[config.mk]
export PLATFORM = sky130hd
export DESIGN_NAME = pattern_engine
export DESIGN_NICKNAME = d
export VERILOG_FILES = /design/src/logic/engine_pkg.sv /design/src/logic/prog_tick.sv /design/src/logic/bright_scale.sv /design/src/logic/pattern_engine.sv
export VERILOG_INCLUDE_DIRS = /design/src /design/src/logic
export SDC_FILE = /design/constraint.sdc
export NUM_CORES = 1
export LEC_CHECK = 0
export BUFFER_PORTS_ARGS = -buffer_cell sky130_fd_sc_hd__buf_2
export CAP_MARGIN = 10
export CORE_UTILIZATION = 57
export CTS_CLUSTER_DIAMETER = 100
export DETAILED_ROUTE_END_ITERATION = 8
export PLACE_DENSITY = 0.77
export SLEW_MARGIN = 15
export SYNTH_ARGS = -nofsm -noshare
export SYNTH_HDL_FRONTEND = slang
export SYNTH_HIERARCHICAL = 1
export SYNTH_SLANG_ARGS = --single-unit
[constraint.sdc]
create_clock -name clk_i -period 3.3 [get_ports clk_i]
set_input_delay 0.33 -clock clk_i [delete_from_list [all_inputs] [get_ports clk_i]]
set_output_delay 0.33 -clock clk_i [all_outputs]
set_load 0.05 [all_outputs]
[src/logic/engine_map.svh]
// Address map, field positions, encodings and timing counts of the pattern engine.
// Assumes inclusion by bare name from design files only.
`ifndef ENGINE_MAP_SVH
`define ENGINE_MAP_SVH

// ****************************************
// Register offsets (byte addresses), store select, field bit positions and reset values
// ****************************************
`define CTRL_OFS 8'h00
`define PC_OFS 8'h04
`define STAT_OFS 8'h08
`define BRIGHT_OFS 8'h0c
`define MEM_SEL 2'b01
`define CTRL_LOG_BIT 2
`define STAT_BUSY_BIT 1
`define STAT_PEND_LSB 4
`define CTRL_RESET 2'h0
`define MEM_RESET 16'h0000

// ****************************************
// Instruction encodings
// ****************************************
`define SETB_UPPER 8'h40
`define OP_BRANCH 2'b01
`define OP_END 2'b10
`define OP_TRIG 2'b11

// ****************************************
// Timing
// ****************************************
`define SYS_CLK_HZ 250000000
`define PROG_CLK_HZ 32768
`define PROG_TICK_CYCLES (`SYS_CLK_HZ / `PROG_CLK_HZ)
`define PRESCALE_FAST 16
`define PRESCALE_SLOW 512
`define SHORT_INSTR_TICKS 15'h0010

`endif

[src/logic/engine_pkg.sv]
// Types shared by the pattern engine files.
// Assumes nothing beyond a SystemVerilog compiler.
package engine_pkg;

    typedef enum logic [1:0] {CONTROL_FIELD_A_HOLD, CONTROL_FIELD_A_STEP, CONTROL_FIELD_A_RUN, CONTROL_FIELD_A_ONCE} control_field_a_mode_e;

    typedef enum {ST_IDLE, ST_FETCH, ST_CONTROL_FIELD_A, ST_RUN} control_field_a_state_e;

    typedef enum {K_RAMP, K_SET, K_RESTART, K_BRANCH, K_END, K_TRIG} instr_kind_e;

endpackage

[src/logic/prog_tick.sv]
// Divider that makes the program clock as a one-cycle enable.
// Assumes a single system clock with synchronous active-high reset.
`timescale 1ns/1ps

module prog_tick #(
    parameter int CYCLES = 7629
) (
    input wire logic clk_i,
    input wire logic rst_i,
    output logic tick_o
);

    // ****************************************
    // Counter
    // ****************************************
    logic [15:0] cnt_q;

    always_ff @(posedge clk_i) begin
        if (rst_i) begin
            cnt_q <= 16'h0000;
            tick_o <= 1'b0;
        end else if (cnt_q == 16'(CYCLES - 1)) begin
            cnt_q <= 16'h0000;
            tick_o <= 1'b1;
        end else begin
            cnt_q <= cnt_q + 16'h0001;
            tick_o <= 1'b0;
        end
    end

endmodule

[src/logic/bright_scale.sv]
// Maps an 8-bit brightness code onto a logarithmic output curve.
// Assumes the caller registers the result.
`timescale 1ns/1ps

module bright_scale (
    input wire logic [7:0] code_i,
    output logic [7:0] level_o
);

    // ****************************************
    // Mantissa shifted by exponent
    // ****************************************
    logic [12:0] wide;

    always_comb begin
        wide = 13'({1'b1, code_i[4:0]}) << code_i[7:5];
        level_o = (code_i == 8'h00) ? 8'h00 : wide[12:5];
    end

endmodule

[src/logic/pattern_engine.sv]
// Instruction executor of one lighting-pattern engine with its program store and APB registers.
// Assumes APB master on clk_i and trigger pulses from sibling engines synchronous to clk_i.
`timescale 1ns/1ps
`include "engine_map.svh"

// Notes on behaviour
// - Ramp steps brightness by one, sign sets direction
// - Prescale picks divide by 16 or 512
// - Step time multiplies period; zero means set or restart
// - Steps equal increment plus one; zero waits
// - Ramp clamps at 0/255, runs full length
// - Scale bit picks linear or logarithmic output
// - Set instruction loads eight-bit brightness directly
// - Set, restart, branch, end take sixteen ticks
// - All-zero word jumps back to location zero
// - Program store resets to all-zero words
// - Branch loads target and repeats counted loops
// - Loop count zero loops forever
// - Each branch keeps its own loop counter
// - End clears counter and sets hold
// - End with int bit sets status flag
// - Trigger selects engines to await and signal
// - End reset bit forces brightness to zero
// - Triggers latched; wait clears them, sixteen ticks
// - Counter wraps from fifteen to zero
module pattern_engine #(
    parameter int TICK_CYCLES = `PROG_TICK_CYCLES
) (
    input wire logic clk_i,
    input wire logic rst_i,
    input wire logic psel_i,
    input wire logic penable_i,
    input wire logic pwrite_i,
    input wire logic [7:0] paddr_i,
    input wire logic [31:0] pwdata_i,
    output logic [31:0] prdata_o,
    output logic pready_o,
    output logic pslverr_o,
    input wire logic [2:0] trig_in_i,
    output logic [2:0] trig_out_o,
    output logic [7:0] pwm_o
);

    // ****************************************
    // Declarations
    // ****************************************
    engine_pkg::control_field_a_state_e state_q;
    engine_pkg::instr_kind_e kind_q, kind_d;
    engine_pkg::control_field_a_mode_e ctrl_q, mode_q;
    logic [15:0] prog_q [16];
    logic [5:0] loop_q [16];
    logic [15:0] instr_q;
    logic [3:0] pc_q, pc_d;
    logic [14:0] cnt_q, step_ticks;
    logic [6:0] steps_q;
    logic [7:0] bright_q, scaled;
    logic log_q, irq_q, tick, at_end, fin, taken, trig_ok;
    logic [2:0] pend_q;
    logic acc, wr, rd, hit;
    logic [31:0] rdata;

    prog_tick #(.CYCLES(TICK_CYCLES)) u_tick (.clk_i(clk_i), .rst_i(rst_i), .tick_o(tick));
    bright_scale u_scale (.code_i(bright_q), .level_o(scaled));

    // ****************************************
    // Decode
    // ****************************************
    always_comb begin
        if (!instr_q[15]) begin
            if (instr_q[13:8] != 6'h00) begin
                kind_d = engine_pkg::K_RAMP;
            end else if (instr_q[15:8] == `SETB_UPPER) begin
                kind_d = engine_pkg::K_SET;
            end else begin
                kind_d = engine_pkg::K_RESTART;
            end
        end else if (instr_q[14:13] == `OP_BRANCH) begin
            kind_d = engine_pkg::K_BRANCH;
        end else if (instr_q[14:13] == `OP_END) begin
            kind_d = engine_pkg::K_END;
        end else begin
            kind_d = engine_pkg::K_TRIG;
        end
    end

    always_comb begin
        step_ticks = instr_q[14] ? 15'(instr_q[13:8] * `PRESCALE_SLOW) : 15'(instr_q[13:8] * `PRESCALE_FAST);
        trig_ok = (pend_q & instr_q[9:7]) == instr_q[9:7];
        taken = (instr_q[12:7] == 6'h00) || (loop_q[pc_q] < instr_q[12:7]);
        at_end = (state_q == engine_pkg::ST_RUN) && tick && (cnt_q == 15'h0001);
        fin = at_end && (kind_q != engine_pkg::K_RAMP || steps_q == 7'h00)
            && (kind_q != engine_pkg::K_TRIG || trig_ok);
        unique case (kind_q)
            engine_pkg::K_RESTART: pc_d = 4'h0;
            engine_pkg::K_END: pc_d = 4'h0;
            engine_pkg::K_BRANCH: pc_d = taken ? instr_q[3:0] : pc_q + 4'h1;
            engine_pkg::K_RAMP, engine_pkg::K_SET, engine_pkg::K_TRIG: pc_d = pc_q + 4'h1;
        endcase
        if (mode_q == engine_pkg::CONTROL_FIELD_A_ONCE && kind_q != engine_pkg::K_END) begin
            pc_d = pc_q;
        end
    end

    // ****************************************
    // Sequencer
    // ****************************************
    always_ff @(posedge clk_i) begin
        if (rst_i) begin
            state_q <= engine_pkg::ST_IDLE;
            instr_q <= 16'h0000;
            kind_q <= engine_pkg::K_RESTART;
            mode_q <= engine_pkg::CONTROL_FIELD_A_HOLD;
            cnt_q <= 15'h0000;
            steps_q <= 7'h00;
        end else begin
            unique case (state_q)
                engine_pkg::ST_IDLE: begin
                    if (ctrl_q != engine_pkg::CONTROL_FIELD_A_HOLD) begin
                        state_q <= engine_pkg::ST_FETCH;
                    end
                end
                engine_pkg::ST_FETCH: begin
                    instr_q <= prog_q[pc_q];
                    mode_q <= ctrl_q;
                    state_q <= engine_pkg::ST_CONTROL_FIELD_A;
                end
                engine_pkg::ST_CONTROL_FIELD_A: begin
                    kind_q <= kind_d;
                    steps_q <= instr_q[6:0];
                    cnt_q <= (kind_d == engine_pkg::K_RAMP) ? step_ticks : `SHORT_INSTR_TICKS;
                    state_q <= engine_pkg::ST_RUN;
                end
                engine_pkg::ST_RUN: begin
                    if (fin) begin
                        if (ctrl_q == engine_pkg::CONTROL_FIELD_A_RUN && mode_q == engine_pkg::CONTROL_FIELD_A_RUN
                            && kind_q != engine_pkg::K_END) begin
                            state_q <= engine_pkg::ST_FETCH;
                        end else begin
                            state_q <= engine_pkg::ST_IDLE;
                        end
                    end else if (at_end && kind_q == engine_pkg::K_RAMP) begin
                        steps_q <= steps_q - 7'h01;
                        cnt_q <= step_ticks;
                    end else if (tick && cnt_q > 15'h0001) begin
                        cnt_q <= cnt_q - 15'h0001;
                    end
                end
            endcase
        end
    end

    // ****************************************
    // Program counter and loop counters
    // ****************************************
    always_ff @(posedge clk_i) begin
        if (rst_i) begin
            pc_q <= 4'h0;
        end else if (fin) begin
            pc_q <= pc_d;
        end else if (wr && paddr_i == `PC_OFS && ctrl_q == engine_pkg::CONTROL_FIELD_A_HOLD
                     && state_q == engine_pkg::ST_IDLE) begin
            pc_q <= pwdata_i[3:0];
        end
    end

    always_ff @(posedge clk_i) begin
        if (rst_i) begin
            for (int i = 0; i < 16; i++) begin
                loop_q[i] <= 6'h00;
            end
        end else if (fin && kind_q == engine_pkg::K_BRANCH && instr_q[12:7] != 6'h00) begin
            loop_q[pc_q] <= taken ? loop_q[pc_q] + 6'h01 : 6'h00;
        end
    end

    // ****************************************
    // Brightness
    // ****************************************
    always_ff @(posedge clk_i) begin
        if (rst_i) begin
            bright_q <= 8'h00;
        end else if (state_q == engine_pkg::ST_CONTROL_FIELD_A && kind_d == engine_pkg::K_SET) begin
            bright_q <= instr_q[7:0];
        end else if (fin && kind_q == engine_pkg::K_END && instr_q[11]) begin
            bright_q <= 8'h00;
        end else if (at_end && kind_q == engine_pkg::K_RAMP && instr_q[6:0] != 7'h00) begin
            if (!instr_q[7] && bright_q != 8'hff) begin
                bright_q <= bright_q + 8'h01;
            end else if (instr_q[7] && bright_q != 8'h00) begin
                bright_q <= bright_q - 8'h01;
            end
        end
    end

    always_ff @(posedge clk_i) begin
        if (rst_i) begin
            pwm_o <= 8'h00;
        end else begin
            pwm_o <= log_q ? scaled : bright_q;
        end
    end

    // ****************************************
    // Triggers and end flag
    // ****************************************
    always_ff @(posedge clk_i) begin
        if (rst_i) begin
            pend_q <= 3'h0;
            trig_out_o <= 3'h0;
        end else begin
            pend_q <= (pend_q & ~((fin && kind_q == engine_pkg::K_TRIG) ? instr_q[9:7] : 3'h0))
                      | trig_in_i;
            trig_out_o <= (state_q == engine_pkg::ST_CONTROL_FIELD_A && kind_d == engine_pkg::K_TRIG) ? instr_q[3:1] : 3'h0;
        end
    end

    always_ff @(posedge clk_i) begin
        if (rst_i) begin
            irq_q <= 1'b0;
        end else if (fin && kind_q == engine_pkg::K_END && instr_q[12]) begin
            irq_q <= 1'b1;
        end else if (rd && paddr_i == `STAT_OFS) begin
            irq_q <= 1'b0;
        end
    end

    // ****************************************
    // Control field
    // ****************************************
    always_ff @(posedge clk_i) begin
        if (rst_i) begin
            ctrl_q <= engine_pkg::control_field_a_mode_e'(`CTRL_RESET);
            log_q <= 1'b0;
        end else if (wr && paddr_i == `CTRL_OFS) begin
            ctrl_q <= engine_pkg::control_field_a_mode_e'(pwdata_i[1:0]);
            log_q <= pwdata_i[`CTRL_LOG_BIT];
        end else if (fin && (kind_q == engine_pkg::K_END || mode_q == engine_pkg::CONTROL_FIELD_A_STEP
                             || mode_q == engine_pkg::CONTROL_FIELD_A_ONCE)) begin
            ctrl_q <= engine_pkg::CONTROL_FIELD_A_HOLD;
        end
    end

    // ****************************************
    // APB slave
    // ****************************************
    always_comb begin
        acc = psel_i && penable_i && !pready_o;
        wr = psel_i && penable_i && pready_o && pwrite_i && !pslverr_o;
        rd = psel_i && penable_i && pready_o && !pwrite_i;
        hit = 1'b1;
        rdata = 32'h0000_0000;
        if (paddr_i[7:6] == `MEM_SEL && paddr_i[1:0] == 2'b00) begin
            rdata = {16'h0000, prog_q[paddr_i[5:2]]};
        end else if (paddr_i == `CTRL_OFS) begin
            rdata = {29'h0, log_q, ctrl_q};
        end else if (paddr_i == `PC_OFS) begin
            rdata = {28'h0, pc_q};
        end else if (paddr_i == `STAT_OFS) begin
            rdata = {25'h0, pend_q, 2'b00, state_q != engine_pkg::ST_IDLE, irq_q};
        end else if (paddr_i == `BRIGHT_OFS) begin
            rdata = {16'h0000, pwm_o, bright_q};
        end else begin
            hit = 1'b0;
        end
    end

    always_ff @(posedge clk_i) begin
        if (rst_i) begin
            pready_o <= 1'b0;
            pslverr_o <= 1'b0;
            prdata_o <= 32'h0000_0000;
        end else begin
            pready_o <= acc;
            pslverr_o <= acc && !hit;
            prdata_o <= (acc && !pwrite_i) ? rdata : 32'h0000_0000;
        end
    end

    always_ff @(posedge clk_i) begin
        if (rst_i) begin
            for (int i = 0; i < 16; i++) begin
                prog_q[i] <= `MEM_RESET;
            end
        end else if (wr && paddr_i[7:6] == `MEM_SEL) begin
            prog_q[paddr_i[5:2]] <= pwdata_i[15:0];
        end
    end
endmodule

==> results by group <==
Die
  • Initial cell density of the core: 0.578
  • Die height: about 210 µm
  • Ports: 93
  • Area of the core: 0.0419 mm²
  • Horiz. Die Dim: between 200 and 250 µm
  • Core Rows: 75
  • Die area: 0.0434 mm²

Yosys
  • Yosys top cell area share: 0.436
  • Synth area leader: edfxtp_1
  • Simple-gate area share of the yosys netlist: 0.171
  • Mux contribution to synthesized area: 0.194
  • Cell Area, Synth: 0.0242 mm²
  • Synth Register Bits: between 400 and 500
  • Compound-cell area share of the yosys netlist: 0.0449
  • Sequential share of the synthesized area: 0.530
  • Synth Instances: 1869
  • Ys async rst share: 0
  • EDFF count, synth: approximately 350
  • Number of unique standard cell types used by synthesis: 79
  • Synth top area cells: edfxtp_1 44%, mux4_2 18%, dfxtp_1 9.4%, and2_1 6.8%, nor2_1 3.6%
  • Main synth FF type: edfxtp_1
  • Mapped Avg Cell Area: 13.0 µm²
  • Adder-cell area share of the yosys netlist: 0.0148
  • XOR/XNOR Fraction of Synth Area: 0.0122
  • YS warnings: 6
  • Largest family of logic cells by synthesized area: multiplexers

Drt
  • Antenna Nets Post-Route: 0
  • Routed vias: 16100
  • Initial DRC Count: 1916
  • DRC viols: 0
  • Drt total wl: 60.8 mm
  • Detailed-router iteration count before antenna repair: 7
  • Avg WL per Cell: 24.0 µm
  • Vias per std cell: 6.38

Placed design
  • Dpl cells: 2428
  • DP HPWL: 42.5 mm
  • PortBufs: 60
  • Final GP Congestion: 0.929

Timing
  • Fin crit share: 1.02
  • Post-route worst setup slack: -0.0698 ns
  • Worst-margin pin slew: 0.893 ns
  • Final clock skew: 0.0193 ns
  • RSZ-0062 raised after global routing: yes
  • Hold Fails Final Rpt: 0
  • Final setup violation count: 33
  • Crit path time final: between 3 and 4 ns
  • Fin. max-slew vios: 0
  • Maximum clock rate: 0.297 GHz
  • TNS Setup: -0.823 ns
  • Slew HR: 0.405

Clock tree
  • CTS tree: built
  • Root buffer cell: clkbuf_16
  • Reg clk slew, reported paths: about 0.070 ns
  • H-tree levels: 2
  • Sinks on Clock Net: between 400 and 500
  • Max clock buf depth: 3
  • TritonCTS Buffers: 48
  • Worst-Skew Late Latency: 0.60 ns

Global routing
  • GRT Total Usage: 0.285
  • First-pass GRT wire length: between 90 and 100 mm
  • Total congestion overflow: 0
  • Pin count of the biggest net entering global routing: 67
  • Initial antenna violation count: 2
  • Vias in the first global route: 16100

Run
  • Max cap viols: 0

Outcome
  • Failing checks: negative setup slack
  • Status: complete, but fails checks

Finish
  • Commonest non-fill, non-tap cells in the layout: 352 x edfxtp_1, 262 x and2_1, 233 x nor2_1
  • Area Overhead vs Synth: 12.2%
  • Final #Nets: slightly above 2000
  • Share of layout cells above drive strength 1: 0.236
  • Most common cell after layout, fill and taps aside: edfxtp_1
  • Final cell count without fillers: ~2500

Critical path
  • Type of origin of the critical path: flip-flop
  • Kind of critical path: reg2reg
  • Worst setup EP type: flip-flop
  • Worst EP arrival: 3.88 ns
  • Critical path peak fanout: 5
  • Required @ worst endpoint: 3.81 ns

Power
  • Pwr dens: between 400 and 500 mW/mm²
  • Total power draw: between 10 and 15 mW
  • Max IR drop VDD: 0.353 mV
  • Leak: around 9.7 nW

Worst hold path
  • HP Class: in2reg
[cells in the mapped netlist, drive strengths merged (5+ instances only)]
cell,count
dfxtp,114
a31oi,10
a22oi,22
xnor2,19
nand2b,49
o21ai,35
nand3b,5
nand3,21
o31a,5
or4,8
and3,9
nor2b,11
buf,53
or2,19
inv,35
o21bai,6
mux2i,34
ha,27
nor2,235
o31ai,6
clkbuf,89
mux4,190
nor3,39
mux2,6
a21oi,41
xor2,11
nor4,13
nand2,53
and2,264
nor3b,5
edfxtp,352
nand4,29
[worst max-delay path, cell delays in order, from the launching register on]
cell	delay, ns
dfxtp_4	0.41
buf_12	0.13
mux4_2	0.49
and2_4	0.18
a211oi_4	0.18
a31oi_2	0.08
ha_1	0.34
a211oi_2	0.29
o22ai_2	0.11
o21ai_2	0.24
o21bai_4	0.23
buf_6	0.14
nor2_1	0.03
o32a_1	0.29
nor3_2	0.12
[flip-flops by register name, indices dropped and copies added (netlist names), 3 cells and up, named ones only]
| register | flops |
|---|---|
| bright_q | 8 |
| u_tick/cnt_q | 16 |
| cnt_q | 15 |
| instr_q | 16 |
| pc_q | 4 |
| pend_q | 3 |
| steps_q | 7 |
| prog_q | 256 |
| prdata_o | 16 |
| loop_q | 96 |
| pwm_o | 8 |
| kind_q | 3 |
| trig_out_o | 3 |
[repair_timing]
item / 4_1_cts / 5_1_grt
gates resized for setup: 14 / 9
endpoints found under the hold margin: 4 / 0
cloned: 1 / 1
pin swaps: 3 / 6
buffers inserted: 4 / 6
hold buffers: 5 / 0
endpoints found under the setup margin: 72 / 89
[path summary, 6_finish.rpt]
check / startpoint / to / slack [ns] / depth (start not counted)
worst max-delay path: flip-flop / pc_q[1] / -0.07 / 14
worst min-delay path: rst_i / mode_q[0] / 0.16 / 2
worst max register to register: flip-flop / pc_q[1] / -0.07 / 14
worst min register to register: pready_o / pready_o / 0.48 / 1
[routing by layer]
layer / GRT usage / vias up / share of wire
li1: - / 7129 / -
met1: 0.363 / 8097 / 0.38
met2: 0.486 / 781 / 0.50
met3: 0.0604 / 137 / 0.085
met4: 0.0978 / 2 / 0.030
met5: 0 / - / 0.00021
[area by class of cell]
cell class                      instances  area, µm²
Tap cell                              539        674
Multi-Input combinational cell       1240      10700
Timing Repair Buffer                  164       1250
Inverter                               36        135
Clock buffer                           70       1360
Sequential cell                       466      12900
Clock inverter                         16        165
Antenna cell                            1       2.50
Fill cell                            2955      14800
[power breakdown]
part / switching, mW / total [mW] / internal, mW / leakage [nW]
logic: 0.602 / 1.01 / 0.407 / 4.43
registers: 0.116 / 6.57 / 6.45 / 4.56
clock network: 2.26 / 5.34 / 3.08 / 0.725
total: 2.98 / 12.9 / 9.94 / 9.71
[metrics by stage]
| step | instance area, µm² | util | hold slack (ns) | setup WS, ns |
|---|---|---|---|---|
| global route | 27200 | 0.648 | 0.171 | -0.173 |
| floorplan | 24300 | - | 0.402 | 0.000352 |
| CTS | 27100 | 0.646 | 0.145 | 0.00483 |
| detailed placement | 25400 | 0.605 | 0.467 | -0.204 |
| finish | 27200 | 0.648 | 0.160 | -0.0698 |
| global placement | 25400 | 0.605 | 0.450 | -0.112 |
[kinds of logic (layout without fill, tap and decap cells)]
group                    after synthesis  in the layout
AND/OR/NAND/NOR                      773            773
flip-flops                           466            466
multiplexers                         230            230
buffers and inverters                179            286
AO/OA/AOI/OAI                        162            163
XOR/XNOR                              30             30
adder cells (fa/ha/maj)               28             28
other                                  1             17
Power figures use the tool's default switching activity.
